==> src/hprc_params.svh <==
`ifndef HPRC_PARAMS_SVH
`define HPRC_PARAMS_SVH

`define HPRC_ADDR_CFG3        8'h08
`define HPRC_ADDR_REMAP       8'hfb
`define HPRC_ADDR_CTRL        8'hff
`define HPRC_PROT_LAST        8'hfe
`define HPRC_CFG3_RESET       8'h00
`define HPRC_REMAP_RESET      8'h21
`define HPRC_CTRL_RESET       8'h00
`define HPRC_CFG3_MAP_EN_BIT  3
`define HPRC_CTRL_PWDN_BIT    2
`define HPRC_CTRL_SRST_BIT    1
`define HPRC_CTRL_ATTACH_BIT  0
`define HPRC_CTRL_USED_MASK   8'h07
`define HPRC_FIELD_DISABLED   4'h0
`define HPRC_FIELD_LOGICAL1   4'h1
`define HPRC_FIELD_LOGICAL2   4'h2
`define HPRC_DEFAULT_LOG_P1   2'h1
`define HPRC_DEFAULT_LOG_P2   2'h2

`endif

==> src/hprc_pkg.sv <==
package hprc_pkg;
    typedef enum logic [1:0] {
        HPRC_LOAD,
        HPRC_ATTACHED,
        HPRC_SLEEP
    } hprc_state_t;
endpackage

==> src/hprc_port_map.sv <==
`timescale 1ns/1ps
`include "hprc_params.svh"

module hprc_port_map (
    // Field and mode
    input  wire logic [3:0] field,
    input  wire logic       map_en,
    input  wire logic [1:0] default_num,
    // Result
    output logic      [1:0] logical_num,
    output logic            illegal
);
    wire logic [1:0] mapped_num;

    assign illegal     = (field > `HPRC_FIELD_LOGICAL2);
    // Illegal code leaves the port disabled rather than guessing
    assign mapped_num  = illegal ? 2'h0 : field[1:0];
    assign logical_num = map_en ? mapped_num : default_num;
endmodule

==> src/hprc_regs.sv <==
`timescale 1ns/1ps
`include "hprc_params.svh"

module hprc_regs
    import hprc_pkg::*;
(
    // Clock and reset
    input  wire logic       clk,
    input  wire logic       rst_b,
    // Register access from the serial slave engine
    input  wire logic       reg_wr,
    input  wire logic       reg_rd,
    input  wire logic [7:0] reg_addr,
    input  wire logic [7:0] reg_wdata,
    input  wire logic       xfer_ack_done,
    output logic      [7:0] reg_rdata,
    // Status toward hub core
    output logic      [1:0] port1_logical,
    output logic      [1:0] port2_logical,
    output logic      [1:0] port_count,
    output logic            remap_illegal,
    output logic            usb_attach,
    output logic            serial_if_active,
    output logic            serial_if_reset,
    output logic            write_protect
);
    hprc_state_t state;
    hprc_state_t next_state;

    logic [7:0] cfg3;
    logic [7:0] port_pair_mapping_field;
    logic [7:0] ctrl;
    logic       pwdn_pending;
    logic       srst;

    wire logic       hit_cfg3;
    wire logic       hit_remap;
    wire logic       hit_ctrl;
    wire logic       protect;
    wire logic       wr_cfg3;
    wire logic       wr_remap;
    wire logic       wr_ctrl;
    wire logic       remap_mode_enable;
    wire logic       serial_if_power_down;
    wire logic [7:0] read_mux;
    wire logic [1:0] p1_num;
    wire logic [1:0] p2_num;
    wire logic       p1_bad;
    wire logic       p2_bad;
    wire logic       if_live;

    assign hit_cfg3  = (reg_addr == `HPRC_ADDR_CFG3);
    assign hit_remap = (reg_addr == `HPRC_ADDR_REMAP);
    assign hit_ctrl  = (reg_addr == `HPRC_ADDR_CTRL);
    assign protect   = ctrl[`HPRC_CTRL_ATTACH_BIT]
                       && (reg_addr <= `HPRC_PROT_LAST);
    // Writes need a live interface; disabled or protected are dropped
    assign if_live  = (state != HPRC_SLEEP);
    assign wr_cfg3  = reg_wr && if_live && hit_cfg3 && !protect;
    assign wr_remap = reg_wr && if_live && hit_remap && !protect;
    assign wr_ctrl  = reg_wr && if_live && hit_ctrl;

    assign remap_mode_enable    = cfg3[`HPRC_CFG3_MAP_EN_BIT];
    assign serial_if_power_down = ctrl[`HPRC_CTRL_PWDN_BIT];

    // Unmapped addresses read zero
    assign read_mux = hit_cfg3  ? cfg3 :
                      hit_remap ? port_pair_mapping_field :
                      hit_ctrl  ? ctrl : 8'h00;

    hprc_port_map u_map_p1 (
        .field       (port_pair_mapping_field[3:0]),
        .map_en      (remap_mode_enable),
        .default_num (`HPRC_DEFAULT_LOG_P1),
        .logical_num (p1_num),
        .illegal     (p1_bad)
    );

    hprc_port_map u_map_p2 (
        .field       (port_pair_mapping_field[7:4]),
        .map_en      (remap_mode_enable),
        .default_num (`HPRC_DEFAULT_LOG_P2),
        .logical_num (p2_num),
        .illegal     (p2_bad)
    );

    // Soft reset: one cycle pulse returns every register to default
    always_ff @(posedge clk or negedge rst_b) begin
        if (!rst_b) begin
            srst <= 1'b0;
        end else begin
            srst <= wr_ctrl && reg_wdata[`HPRC_CTRL_SRST_BIT];
        end
    end

    always_ff @(posedge clk or negedge rst_b) begin
        if (!rst_b) begin
            cfg3                    <= `HPRC_CFG3_RESET;
            port_pair_mapping_field <= `HPRC_REMAP_RESET;
        end else if (srst) begin
            cfg3                    <= `HPRC_CFG3_RESET;
            port_pair_mapping_field <= `HPRC_REMAP_RESET;
        end else begin
            if (wr_cfg3) begin
                cfg3 <= reg_wdata;
            end
            if (wr_remap) begin
                port_pair_mapping_field <= reg_wdata;
            end
        end
    end

    // Reserved bits masked; the reset bit self-clears
    always_ff @(posedge clk or negedge rst_b) begin
        if (!rst_b) begin
            ctrl <= `HPRC_CTRL_RESET;
        end else if (srst) begin
            ctrl <= `HPRC_CTRL_RESET;
        end else if (wr_ctrl) begin
            ctrl <= reg_wdata & `HPRC_CTRL_USED_MASK
                    & ~(8'h01 << `HPRC_CTRL_SRST_BIT);
        end
    end

    // Power-down waits for the acknowledge of its own transfer;
    // the arming write wins, as the stored bit is still old here
    always_ff @(posedge clk or negedge rst_b) begin
        if (!rst_b) begin
            pwdn_pending <= 1'b0;
        end else if (srst) begin
            pwdn_pending <= 1'b0;
        end else if (wr_ctrl && reg_wdata[`HPRC_CTRL_PWDN_BIT]) begin
            pwdn_pending <= 1'b1;
        end else if (wr_ctrl || xfer_ack_done || !serial_if_power_down) begin
            pwdn_pending <= 1'b0;
        end
    end

    // No timeout on the load: attach only on software request
    always_comb begin
        next_state = state;
        case (state)
            HPRC_LOAD: begin
                if (pwdn_pending && xfer_ack_done) begin
                    next_state = HPRC_SLEEP;
                end else if (ctrl[`HPRC_CTRL_ATTACH_BIT]) begin
                    next_state = HPRC_ATTACHED;
                end
            end
            HPRC_ATTACHED: begin
                if (pwdn_pending && xfer_ack_done) begin
                    next_state = HPRC_SLEEP;
                end else if (!ctrl[`HPRC_CTRL_ATTACH_BIT]) begin
                    next_state = HPRC_LOAD;
                end
            end
            HPRC_SLEEP: begin
                if (!serial_if_power_down) begin
                    next_state = HPRC_LOAD;
                end
            end
            default: next_state = HPRC_LOAD;
        endcase
    end

    always_ff @(posedge clk or negedge rst_b) begin
        if (!rst_b) begin
            state <= HPRC_LOAD;
        end else begin
            state <= next_state;
        end
    end

    // Registered outputs
    always_ff @(posedge clk or negedge rst_b) begin
        if (!rst_b) begin
            reg_rdata        <= 8'h00;
            port1_logical    <= `HPRC_DEFAULT_LOG_P1;
            port2_logical    <= `HPRC_DEFAULT_LOG_P2;
            port_count       <= 2'h2;
            remap_illegal    <= 1'b0;
            usb_attach       <= 1'b0;
            serial_if_active <= 1'b1;
            serial_if_reset  <= 1'b0;
            write_protect    <= 1'b0;
        end else begin
            reg_rdata        <= reg_rd ? read_mux : 8'h00;
            port1_logical    <= p1_num;
            port2_logical    <= p2_num;
            // Only the count goes upstream; host assigns numbers
            port_count       <= {1'b0, (p1_num != 2'h0)}
                                + {1'b0, (p2_num != 2'h0)};
            remap_illegal    <= remap_mode_enable && (p1_bad || p2_bad);
            usb_attach       <= (next_state == HPRC_ATTACHED)
                                || (state == HPRC_SLEEP
                                    && ctrl[`HPRC_CTRL_ATTACH_BIT]);
            serial_if_active <= (next_state != HPRC_SLEEP);
            serial_if_reset  <= srst;
            write_protect    <= ctrl[`HPRC_CTRL_ATTACH_BIT];
        end
    end

    // Assertions
    a_protect_blocks: assert property (@(posedge clk) disable iff (!rst_b)
        ctrl[0] && reg_wr && hit_remap |=> $stable(port_pair_mapping_field))
        else $error("protected write changed remap");
    a_ctrl_writable: assert property (@(posedge clk) disable iff (!rst_b)
        wr_ctrl && !srst && reg_wdata[0] |=> ctrl[0])
        else $error("attach bit not written");
    a_srst_defaults: assert property (@(posedge clk) disable iff (!rst_b)
        wr_ctrl && reg_wdata[1] |=> ##1
        port_pair_mapping_field == `HPRC_REMAP_RESET && ctrl == 8'h00)
        else $error("soft reset did not restore");
    a_undef_zero: assert property (@(posedge clk) disable iff (!rst_b)
        reg_rd && !hit_cfg3 && !hit_remap && !hit_ctrl |=> reg_rdata == 8'h00)
        else $error("undefined read nonzero");
    a_default_map: assert property (@(posedge clk) disable iff (!rst_b)
        !remap_mode_enable |=> port1_logical == 2'h1 && port2_logical == 2'h2)
        else $error("default numbering lost");
    a_map_p2: assert property (@(posedge clk) disable iff (!rst_b)
        remap_mode_enable && port_pair_mapping_field[7:4] == 4'h2
        |=> port2_logical == 2'h2)
        else $error("port two mapping wrong");
    a_map_p1: assert property (@(posedge clk) disable iff (!rst_b)
        remap_mode_enable && port_pair_mapping_field[3:0] == 4'h0
        |=> port1_logical == 2'h0)
        else $error("port one not disabled");
    a_pwdn_after_ack: assert property (@(posedge clk) disable iff (!rst_b)
        pwdn_pending && xfer_ack_done && serial_if_power_down && !srst
        |=> !serial_if_active)
        else $error("interface not powered down");
    a_detached_idle: assert property (@(posedge clk) disable iff (!rst_b)
        state == HPRC_LOAD && !ctrl[0] && !pwdn_pending
        |=> !usb_attach && serial_if_active)
        else $error("attached before load done");
endmodule

==> config.mk <==
export PLATFORM = sky130hd
export DESIGN_NAME = hprc_regs
export DESIGN_NICKNAME = d
export VERILOG_FILES = /design/src/hprc_pkg.sv /design/src/hprc_port_map.sv /design/src/hprc_regs.sv
export VERILOG_INCLUDE_DIRS = /design/src
export SDC_FILE = /design/constraint.sdc
export NUM_CORES = 1
export LEC_CHECK = 0
export BUFFER_PORTS_ARGS = -buffer_cell sky130_fd_sc_hd__buf_2
export CAP_MARGIN = 20
export CORE_AREA = 2 2 67 69
export DETAILED_ROUTE_END_ITERATION = 10
export DIE_AREA = 0 0 69 71
export PLACE_DENSITY = 0.69
export SETUP_SLACK_MARGIN = 0.02
export SYNTH_ARGS = -nofsm -noshare
export SYNTH_HDL_FRONTEND = slang
export SYNTH_HIERARCHICAL = 1
export SYNTH_SLANG_ARGS = --single-unit
==> constraint.sdc <==
create_clock -name clk -period 1.6 [get_ports clk]
set_input_delay 0.32 -clock clk [delete_from_list [all_inputs] [get_ports clk]]
set_output_delay 0.32 -clock clk [all_outputs]
set_load 0.005 [all_outputs]
==> results of run 1 <==
-- metal layers --
| layer | GRT usage, % | vias to the layer above |
|---|---|---|
| met1 | 21.0 | 659 |
| li1 | - | 680 |
| met4 | 7.63 | 0 |
| met3 | 4.27 | 9 |
| met5 | 0 | - |
| met2 | 27.8 | 41 |
-- cells in the mapped netlist --
library cell,instances
o21bai_1,1
or4_4,1
or3_1,1
nand4b_1,1
clkbuf_1,5
nand3_1,7
or2_2,2
mux2i_1,9
a222oi_1,2
nor2b_1,8
a22oi_1,6
a211o_1,2
conb_1,2
dfstp_2,6
o21a_1,1
a21oi_1,8
nand2_1,5
nor3b_1,1
dfrtp_1,35
buf_6,1
inv_1,4
ha_1,1
or4b_2,1
nor3_2,1
nor4_4,1
nand2b_1,18
and3_1,3
mux2_2,4
o2111a_1,1
o22a_1,1
nor4b_1,4
a211o_2,2
nand4_1,3
nor2_1,3
o21ai_0,6
-- kinds of logic after synthesis --
family	count (synthesis)	share of synthesized area, %
AOI/OAI and AO/OA	30	11.4
and+or+nand+nor	60	21.2
muxes	13	7.39
buffers and inverters	10	2.46
DFF	41	56.5
other	2	0.411
adders and majority gates	1	0.684
-- cells in the final DEF, fill, tap and decap left out, types with 2 or more instances in the layout --
cell,count
buf_2,38
mux2_2,4
conb_1,4
and3_1,2
nor2_1,3
or2_2,2
clkbuf_1,3
mux2i_1,9
a22oi_1,6
a211o_2,2
nand2_1,5
nand4_1,3
buf_4,19
nor4b_1,4
dfrtp_1,35
o21ai_0,6
a21oi_1,8
nor2b_1,8
nand3_1,7
nand2b_1,18
a222oi_1,2
inv_1,4
a211o_1,2
dfstp_2,6
clkbuf_8,5
-- through the flow --
step,hold slack (ns),instances,instance area [µm²]
detailed placement,0.413,264,2230
global route,0.127,272,2330
CTS,0.0950,273,2320
finish,0.0776,272,2330
floorplan,0.0244,159,1840
global placement,0.409,264,2230
-- registers in the layout, summed over array words and instances, names as in the netlist --
register                 cells
srst                         1
cfg3                         8
serial_if_active             1
remap_illegal                1
write_protect                1
port_count                   2
serial_if_reset              1
state                        2
pwdn_pending                 1
port_pair_mapping_field      8
reg_rdata                    8
port1_logical                2
usb_attach                   1
port2_logical                2
ctrl                         2
-- power breakdown --
| group | switching (mW) | total, mW | internal [mW] |
|---|---|---|---|
| Combinational | 0.119 | 0.245 | 0.127 |
| Clock | 0.329 | 0.639 | 0.310 |
| Sequential | 0.0326 | 1.14 | 1.11 |
| Total | 0.480 | 2.02 | 1.54 |
-- worst paths after layout --
| path | endpoint | slack [ns] | from | depth (start not counted) |
|---|---|---|---|---|
| max | cfg3[2] | -0.008 | reg_addr[5] | 6 |
| max in group asynchronous | port1_logical[0] | 1.14 | rst_b | 2 |
| min reg2reg | write_protect | 0.45 | ctrl[0] | 0 |
| min in group clk | srst | 0.26 | reg_wdata[1] | 3 |
| min | serial_if_reset | 0.08 | rst_b | 2 |
| max reg2reg | port_count[0] | 0.07 | port_pair_mapping_field[0] | 4 |
-- cell type report --
type                            instances  share of cell area [%]
Timing Repair Buffer                   59                    15.6
Multi-Input combinational cell        108                    33.3
Clock buffer                            8                    3.43
Inverter                                4                   0.643
Tap cell                               52                    2.79
Sequential cell                        41                    44.3
-- critical path, delay by kind of cell --
kind	cells	cell delay, ns
buffers and inverters	2	0.23
and+or+nand+nor	2	0.79
muxes	1	0.20
AOI/OAI and AO/OA	1	0.28
-- repair_timing --
action | in CTS | in global routing
buffers inserted | 1 | 0
endpoints found under the setup margin | 8 | 16
pin swaps | 0 | 0
gates resized for setup | 2 | 3
==> out/summary.txt, run 1 <==
Reg area -> 1030 µm²
core area -> 4200 µm²
Iteration-0 DRC Markers -> 73
nets@finish -> 241
TNS Setup -> -0.00767 ns
wl on met1 -> 1.63 mm
Die Ht -> 71 µm
post-route ant nets -> 0
met3 routed WL -> 181 µm
GRT overflow -> 0
initial core utilization -> 43.5%
status -> complete, but fails checks
worst min-delay path category -> in2async
synth top area cells -> dfrtp_1 48%, dfstp_2 8.6%, nand2b_1 6.2%, mux2i_1 4.9%, nor2b_1 2.7%
final wirelength -> 3.80 mm
drt first pass iters -> 5
Yosys reg bits -> 41
post-synth design cell area -> 1830 µm²
Worst Path Max Fanout -> 8
Ports -> 40
TritonCTS clock tree -> yes
slowest CP cell -> or4_4
relative slew slack -> 51.8%
Crit Path Category -> in2reg
failing checks -> setup timing
worst path cell trace -> buf_6 -> or4_4 -> nor4_4 -> o2111a_2 -> buf_12 -> mux2i_1
die area -> 4900 µm²
CP Capture Type -> register
Final Cycle Share -> 100%
Data required, critical path -> 1.81 ns
layout cells sized above 1 -> 38.6%
HPWL Detailed -> 2.79 mm
unrepaired setup endpoints after global routing -> yes
Syn. warnings -> 6
PnR Total Power -> 2.02 mW
via count -> 1389
Skew-Pair Late Insertion Delay -> 0.29 ns
Vias per Instance -> 5.11
Rows -> 24
Worst Skew -> 0.00427 ns
post-synth cell types -> 35
CP startpoint kind -> input port
final setup vio count -> 1
slowest stage delay, CP -> 0.53 ns
largest net degree at the start of global routing -> 42
Max clock buf depth -> 2
hold buffers post-CTS -> 0
CTS Buf Count -> 5
initial antenna violation count -> 0
first-pass GRT wire length -> 6.41 mm
vias in the first global route -> 1392
H-tree levels -> 2
# fillers -> 388
Met2 Wirelength -> 1.89 mm
total track usage -> 16.8%
placer's final routability congestion estimate -> 0.799
f_max -> 0.622 GHz
pre-CTS setup slack -> -0.357 ns
number of antenna diodes -> 0
Avg Cell Area, Syn -> 11.7 µm²
Root Driver -> clkbuf_8
Yosys top cell by area -> dfrtp_1
Max rail drop VDD -> 0.464 mV
sequential share of the synthesized area -> 56.5%
Final Critical Period -> 1.61 ns
Top Metal Used -> met4
clk sinks -> 41
Slew Limit Fails -> 0
worst slew pin tran -> 0.722 ns
PwrDens -> 867 nW/µm²
Fin. Hold Viols -> 0
Pleak -> 1.14 nW
Max Cap Viol -> 0
critical path data arrival time -> 1.82 ns
area of the multi-input gates -> 777 µm²
area grow syn2layout -> 27.6%
fin util -> 55.5%
Yosys top cell area share -> 47.9%
Post-route DRC -> 0
overall die width -> 69 µm
wire per inst -> 14.0 µm
number of port buffers -> 39
Synth Instances -> 157
Reg clk slew, reported paths -> 0.07 ns
post-route setup slack -> -0.00767 ns
Note: power is estimated with default switching activity, not from simulation.
==> inputs of run 2 (changes only) <==
--- a/config.mk
+++ b/config.mk
@@ -8,11 +8,13 @@
 export LEC_CHECK = 0
 export BUFFER_PORTS_ARGS = -buffer_cell sky130_fd_sc_hd__buf_2
 export CAP_MARGIN = 20
-export CORE_AREA = 2 2 67 69
+export CORE_AREA = 2 2 65 67
+export CTS_CLUSTER_DIAMETER = 30
 export DETAILED_ROUTE_END_ITERATION = 10
-export DIE_AREA = 0 0 69 71
-export PLACE_DENSITY = 0.69
+export DIE_AREA = 0 0 67 69
+export PLACE_DENSITY = 0.73
 export SETUP_SLACK_MARGIN = 0.02
+export SKIP_CTS_REPAIR_TIMING = 1
 export SYNTH_ARGS = -nofsm -noshare
 export SYNTH_HDL_FRONTEND = slang
 export SYNTH_HIERARCHICAL = 1
==> run 2 against run 1 <==
Count of clock-buffer cells in the layout decreased by 2; via count is 3.2% higher; the flow finishes with violations (hold timing, setup timing); fmax rose by 0.36%; critical path type unchanged; sequential cell count unchanged; highest routed layer unchanged; utilization is 5.2 points higher; critical endpoint is now cfg3[5]; largest power group unchanged; cell count fell by 1.8%.
==> out/summary.txt, run 2 (synthesized netlist as in run 1, its figures left out) <==
status -> complete, but fails checks
failing checks -> hold timing, setup timing
Post-route DRC -> 0 (unchanged)
Seq pwr share -> 50.8% (-5.5 points)
H-tree levels -> 2 (unchanged)
area grow syn2layout -> 29.9%
critical path data arrival time -> 1.81 ns (about the same)
drt first pass iters -> 5 (unchanged)
post-route setup slack -> -0.00186 ns (+0.00581 ns)
nets@finish -> 238 (-1.2%)
Vias per Instance -> 5.37 (+5.1%)
first-pass GRT wire length -> 7.23 mm (+13%)
Clk pwr share -> 38.1% (+6.5 points)
overall die width -> 67 µm (-2.9%)
worst slew pin tran -> 0.707 ns (-0.0152 ns)
Fin. Hold Viols -> 17 (+17)
f_max -> 0.624 GHz (+0.36%)
Final Critical Period -> 1.60 ns (-0.00581 ns)
CTS Buf Count -> 5 (unchanged)
total track usage -> 20.4% (+3.6 points)
die area -> 4620 µm² (-5.6%)
Worst Skew -> 0.00468 ns (+0.000408 ns)
largest registers -> cfg3 x8, port_pair_mapping_field x8, reg_rdata x8
commonest non-fill, non-tap cells in the layout -> 37 x buf_2, 34 x dfrtp_1, 18 x nand2b_1, 15 x buf_4, 9 x mux2i_1
layout cells sized above 1 -> 39.2% (+0.53 points)
TritonCTS clock tree -> yes
worst hold slack -> -0.0132 ns (-0.0908 ns)
busiest grt layer -> met2
PnR Total Power -> 2.26 mW (+12%)
post-route ant nets -> 0 (unchanged)
GRT overflow -> 0 (unchanged)
Skew-Pair Late Insertion Delay -> 0.29 ns (about the same)
commonest non-fill, non-tap cell in the layout -> buf_2
number of port buffers -> 39 (unchanged)
power share of the combinational group -> 11.2% (-0.9 points)
initial core utilization -> 46.7% (+3.2 points)
Max Cap Viol -> 0 (unchanged)
clk sinks -> 41 (unchanged)
number of antenna diodes -> 0 (unchanged)
grt met2 use -> 32.7% (+4.9 points)
fin util -> 60.7% (+5.2 points)
Slew Limit Fails -> 0 (unchanged)
switching pwr -> 0.516 mW (+7.4%)
Ports -> 40 (unchanged)
relative slew slack -> 52.9% (+1.0 points)
CP startpoint kind -> input port
Max clock buf depth -> 2 (unchanged)
met1 usage -> 26.5% (+5.5 points)
Rows -> 23 (-4.2%)
Iteration-0 DRC Markers -> 88 (+21%)
Crit Path Category -> in2reg
largest net degree at the start of global routing -> 29 (-31%)
Die Ht -> 69 µm (-2.8%)
via count -> 1433 (+3.2%)
initial antenna violation count -> 0 (unchanged)
worst min-delay path category -> in2async
Final Cycle Share -> 100% (-0.36 points)
vias in the first global route -> 1521 (+9.3%)
core area -> 3910 µm² (-6.9%)
Root Driver -> clkbuf_8
Reg clk slew, reported paths -> 0.08 ns (about the same)
wire per inst -> 15.8 µm (+13%)
Pleak -> 1.15 nW (+0.86%)
switching share of power -> 22.8% (-0.91 points)
Data required, critical path -> 1.81 ns (about the same)
final wirelength -> 4.23 mm (+11%)
unrepaired setup endpoints after global routing -> yes
PwrDens -> 951 nW/µm² (+9.8%)
Max rail drop VDD -> 0.989 mV (+110%)
met3 Use GR -> 4.73% (+0.46 points)
placer's final routability congestion estimate -> 0.874 (+9.4%)
final setup vio count -> 2 (+1)
HPWL Detailed -> 3.08 mm (+10%)
Worst Path Max Fanout -> 8 (unchanged)
Internal -> 1.74 mW (+13%)
CP Capture Type -> register
run 2: cell count changes in the layout (fill, tap and decap cells not counted), sizes merged:
cell      previous run  this run
buf                 59        56
clkinvlp             0         1
clkbuf               8         6
bufinv               0         1
run 2: layout make-up:
class	count	area [µm²]
multi-input combinational	108	783
tap	50	62.6
fill	339	1540
sequential	41	1030
clock inverter	2	37.5
timing repair buffer	56	360
inverter	4	15.0
clock buffer	6	82.6
run 2: worst paths after layout:
kind,end,cells after the start,from,slack (ns)
min in group clk,srst,3,reg_wdata[1],0.27
worst min-delay path,cfg3[1],1,rst_b,-0.01
worst min register to register,write_protect,0,ctrl[0],0.45
worst max-delay path,cfg3[5],6,reg_addr[5],-0.002
worst max register to register,port_count[0],4,port_pair_mapping_field[5],0.06
max in group asynchronous,port2_logical[1],2,rst_b,1.05
run 2: worst max-delay path, cell delays in order:
cell and delay [ns]:
buf_6 0.09, or4_4 0.54, nor4_4 0.25, o2111a_1 0.27
buf_12 0.15, mux2i_1 0.19
run 2: power by group through the flow:
stage	logic [mW]	clock network, mW	registers [mW]
3_5_place_dp	0.233	0	1.17
3_3_place_gp	0.221	0	1.16
2_1_floorplan	0.0962	0	1.16
4_1_cts	0.235	0.882	1.15
5_1_grt	0.285	0.919	1.16
6_report	0.252	0.860	1.15
run 2: through the flow:
step	setup WS, ns	instances	instance area, µm²	TNS (ns)	hold WS [ns]
floorplan	-0.264	159	1840	-2.11	0.0244
global placement	-0.240	258	2210	-2.62	0.302
detailed placement	-0.320	258	2210	-3.63	0.317
CTS	-0.00689	266	2330	-0.0148	0.00642
global route	-0.0221	267	2380	-0.0470	0.0166
finish	-0.00186	267	2380	-0.00186	-0.0132
run 2: layer usage:
metal | up-vias | share of wire, %
met5 | - | 0
met4 | 0 | 2.0
met3 | 9 | 4.0
met2 | 40 | 51
met1 | 710 | 43
li1 | 674 | -
==> inputs of run 3 (changes only) <==
--- a/config.mk
+++ b/config.mk
@@ -14,7 +14,6 @@
 export DIE_AREA = 0 0 67 69
 export PLACE_DENSITY = 0.73
 export SETUP_SLACK_MARGIN = 0.02
-export SKIP_CTS_REPAIR_TIMING = 1
 export SYNTH_ARGS = -nofsm -noshare
 export SYNTH_HDL_FRONTEND = slang
 export SYNTH_HIERARCHICAL = 1
==> run 3 against run 2 <==
The flow finishes with violations (hold timing); setup slack better by 0.0071 ns; sequential cell count unchanged; cell count did not move; first-iteration DRC count rose by 22%; die area did not move; non-clock buffer count unchanged; register-to-register slack about the same; sequential share of layout area is 0.12 points higher; largest cell class unchanged; critical path type unchanged; utilization down 0.16 points; count of clock-buffer cells in the layout is the same; clock skew decreased by 0.00076 ns; sequential power hardly changed; critical endpoint unchanged.
==> out/summary.txt, run 3 (synthesized netlist as in run 1, its figures left out) <==
status -> complete, but fails checks
failing checks -> hold timing
TNS Setup -> 0 ns (+0.00186 ns)
Slew Limit Fails -> 0 (unchanged)
Skew-Pair Late Insertion Delay -> 0.29 ns (about the same)
hold buffers post-CTS -> 0
commonest non-fill, non-tap cell in the layout -> buf_2
pre-CTS setup slack -> -0.320 ns (unchanged)
Ports -> 40 (unchanged)
clk sinks -> 41 (unchanged)
switching share of power -> 22.8% (-0.067 points)
Reg area -> 1030 µm² (unchanged)
Internal -> 1.74 mW (about the same)
number of port buffers -> 39 (unchanged)
PnR Total Power -> 2.26 mW (about the same)
TritonCTS clock tree -> yes
worst reg2reg setup slack -> 0.07 ns (about the same)
initial core utilization -> 46.7% (unchanged)
Seq pwr share -> 50.8% (about the same)
f_max -> 0.627 GHz (+0.44%)
PwrDens -> 953 nW/µm² (+0.17%)
area grow syn2layout -> 29.5%
first-pass GRT wire length -> 7.28 mm (+0.66%)
worst slew pin tran -> 0.720 ns (+0.0133 ns)
Fin. Hold Viols -> 17 (unchanged)
power share of the combinational group -> 11.2% (about the same)
post-route setup slack -> 0.00520 ns (+0.00705 ns)
Die Ht -> 69 µm (unchanged)
CTS Buf Count -> 5 (unchanged)
layout cells sized above 1 -> 39.2% (unchanged)
core area -> 3910 µm² (unchanged)
Post-DP Area -> 2210 µm² (unchanged)
DP Cell Count -> 258 (unchanged)
Clk pwr share -> 38.0% (about the same)
Rows -> 23 (unchanged)
via count -> 1422 (-0.77%)
post-route ant nets -> 0 (unchanged)
nets@finish -> 238 (unchanged)
placer's final routability congestion estimate -> 0.874 (unchanged)
critical path data arrival time -> 1.80 ns (about the same)
Worst Path Max Fanout -> 8 (unchanged)
Max Cap Viol -> 0 (unchanged)
Layout Cells excl Fill -> 267 (unchanged)
# fillers -> 339 (unchanged)
Worst Reg-to-Reg Cells -> 4 (unchanged)
unrepaired setup endpoints after global routing -> yes
Worst Setup EP -> cfg3[5]
drt first pass iters -> 4 (-1)
commonest non-fill, non-tap cells in the layout -> 38 x buf_2, 34 x dfrtp_1, 18 x nand2b_1, 15 x buf_4, 9 x mux2i_1
largest registers -> cfg3 x8, port_pair_mapping_field x8, reg_rdata x8
vias in the first global route -> 1530 (+0.59%)
number of antenna diodes -> 0 (unchanged)
wire per inst -> 15.6 µm (-1.3%)
GRT overflow -> 0 (unchanged)
CP startpoint kind -> input port
area of the multi-input gates -> 783 µm² (unchanged)
CP Capture Type -> register
Max rail drop VDD -> 0.984 mV (-0.52%)
Post-Layout Inst Area -> 2370 µm² (-0.26%)
Vias per Instance -> 5.33 (-0.77%)
Crit Path Category -> in2reg
Root Driver -> clkbuf_8
Crit Reg-Reg Endpoint -> port_count[0]
overall die width -> 67 µm (unchanged)
total track usage -> 20.6% (+0.13 points)
die area -> 4620 µm² (unchanged)
relative slew slack -> 52.0% (-0.89 points)
Data required, critical path -> 1.81 ns (about the same)
Max clock buf depth -> 2 (unchanged)
HPWL Detailed -> 3.08 mm (unchanged)
H-tree levels -> 2 (unchanged)
Pleak -> 1.15 nW (-0.24%)
Worst Skew -> 0.00392 ns (-0.000759 ns)
final wirelength -> 4.17 mm (-1.3%)
switching pwr -> 0.514 mW (-0.39%)
Reg clk slew, reported paths -> 0.08 ns (about the same)
worst min-delay path category -> in2async
initial antenna violation count -> 0 (unchanged)
Final Cycle Share -> 99.7% (-0.44 points)
largest net degree at the start of global routing -> 29 (unchanged)
Iteration-0 DRC Markers -> 107 (+22%)
final setup vio count -> 0 (-2)
Setup crit start -> reg_addr[5]
worst hold slack -> -0.0131 ns (+0.000124 ns)
Final Critical Period -> 1.59 ns (-0.00705 ns)
Post-route DRC -> 0 (unchanged)
Reg2Reg Launch Point -> port_pair_mapping_field[5]
## run 3: final cells by class
class / count / share of cell area, %
inverter: 4 / 0.634
sequential: 41 / 43.7
clock buffer: 6 / 3.48
timing repair buffer: 56 / 14.9
tap: 50 / 2.64
multi-input combinational: 108 / 33.1
clock inverter: 2 / 1.58
## run 3: worst min-delay path by stage
stage / to / slack [ns] / cells after the start
2_1_floorplan: cfg3[0] / 0.02 / 0
3_5_place_dp: srst / 0.32 / 1
3_3_place_gp: serial_if_reset / 0.30 / 1
5_1_grt: srst / 0.02 / 1
4_1_cts: srst / 0.006 / 1
6_report: cfg3[1] / -0.01 / 1
## run 3: per-layer routing
layer	routed length, µm	vias to the layer above	track usage, %
met5	0	-	0
met4	80	0	7.94
met3	146	9	4.73
met2	2120	37	32.9
met1	1820	700	26.7
li1	-	676	-
## run 3: critical path, cell delays in order
cell	delay (ns)
buf_6	0.09
or4_4	0.54
nor4_4	0.25
o2111a_1	0.26
buf_12	0.14
mux2i_1	0.19
## run 3: repair_timing
action                     CTS  global route
gates resized for setup      2             4
setup endpoints to repair    6            13
buffers inserted             1             1
gates cloned                 0             0
## run 3: power by group through the flow
stage | logic [mW] | clock network [mW] | registers, mW
4_1_cts | 0.237 | 0.882 | 1.15
3_3_place_gp | 0.221 | 0 | 1.16
2_1_floorplan | 0.0962 | 0 | 1.16
5_1_grt | 0.285 | 0.919 | 1.16
6_report | 0.252 | 0.858 | 1.15
3_5_place_dp | 0.233 | 0 | 1.17
## run 3: per-stage QoR
stage | util (%) | hold WS [ns]
4_1_cts | 59.9 | 0.00642
5_1_grt | 60.5 | 0.0166
3_3_place_gp | 56.5 | 0.302
3_5_place_dp | 56.5 | 0.317
6_report | 60.5 | -0.0131
2_1_floorplan | - | 0.0244
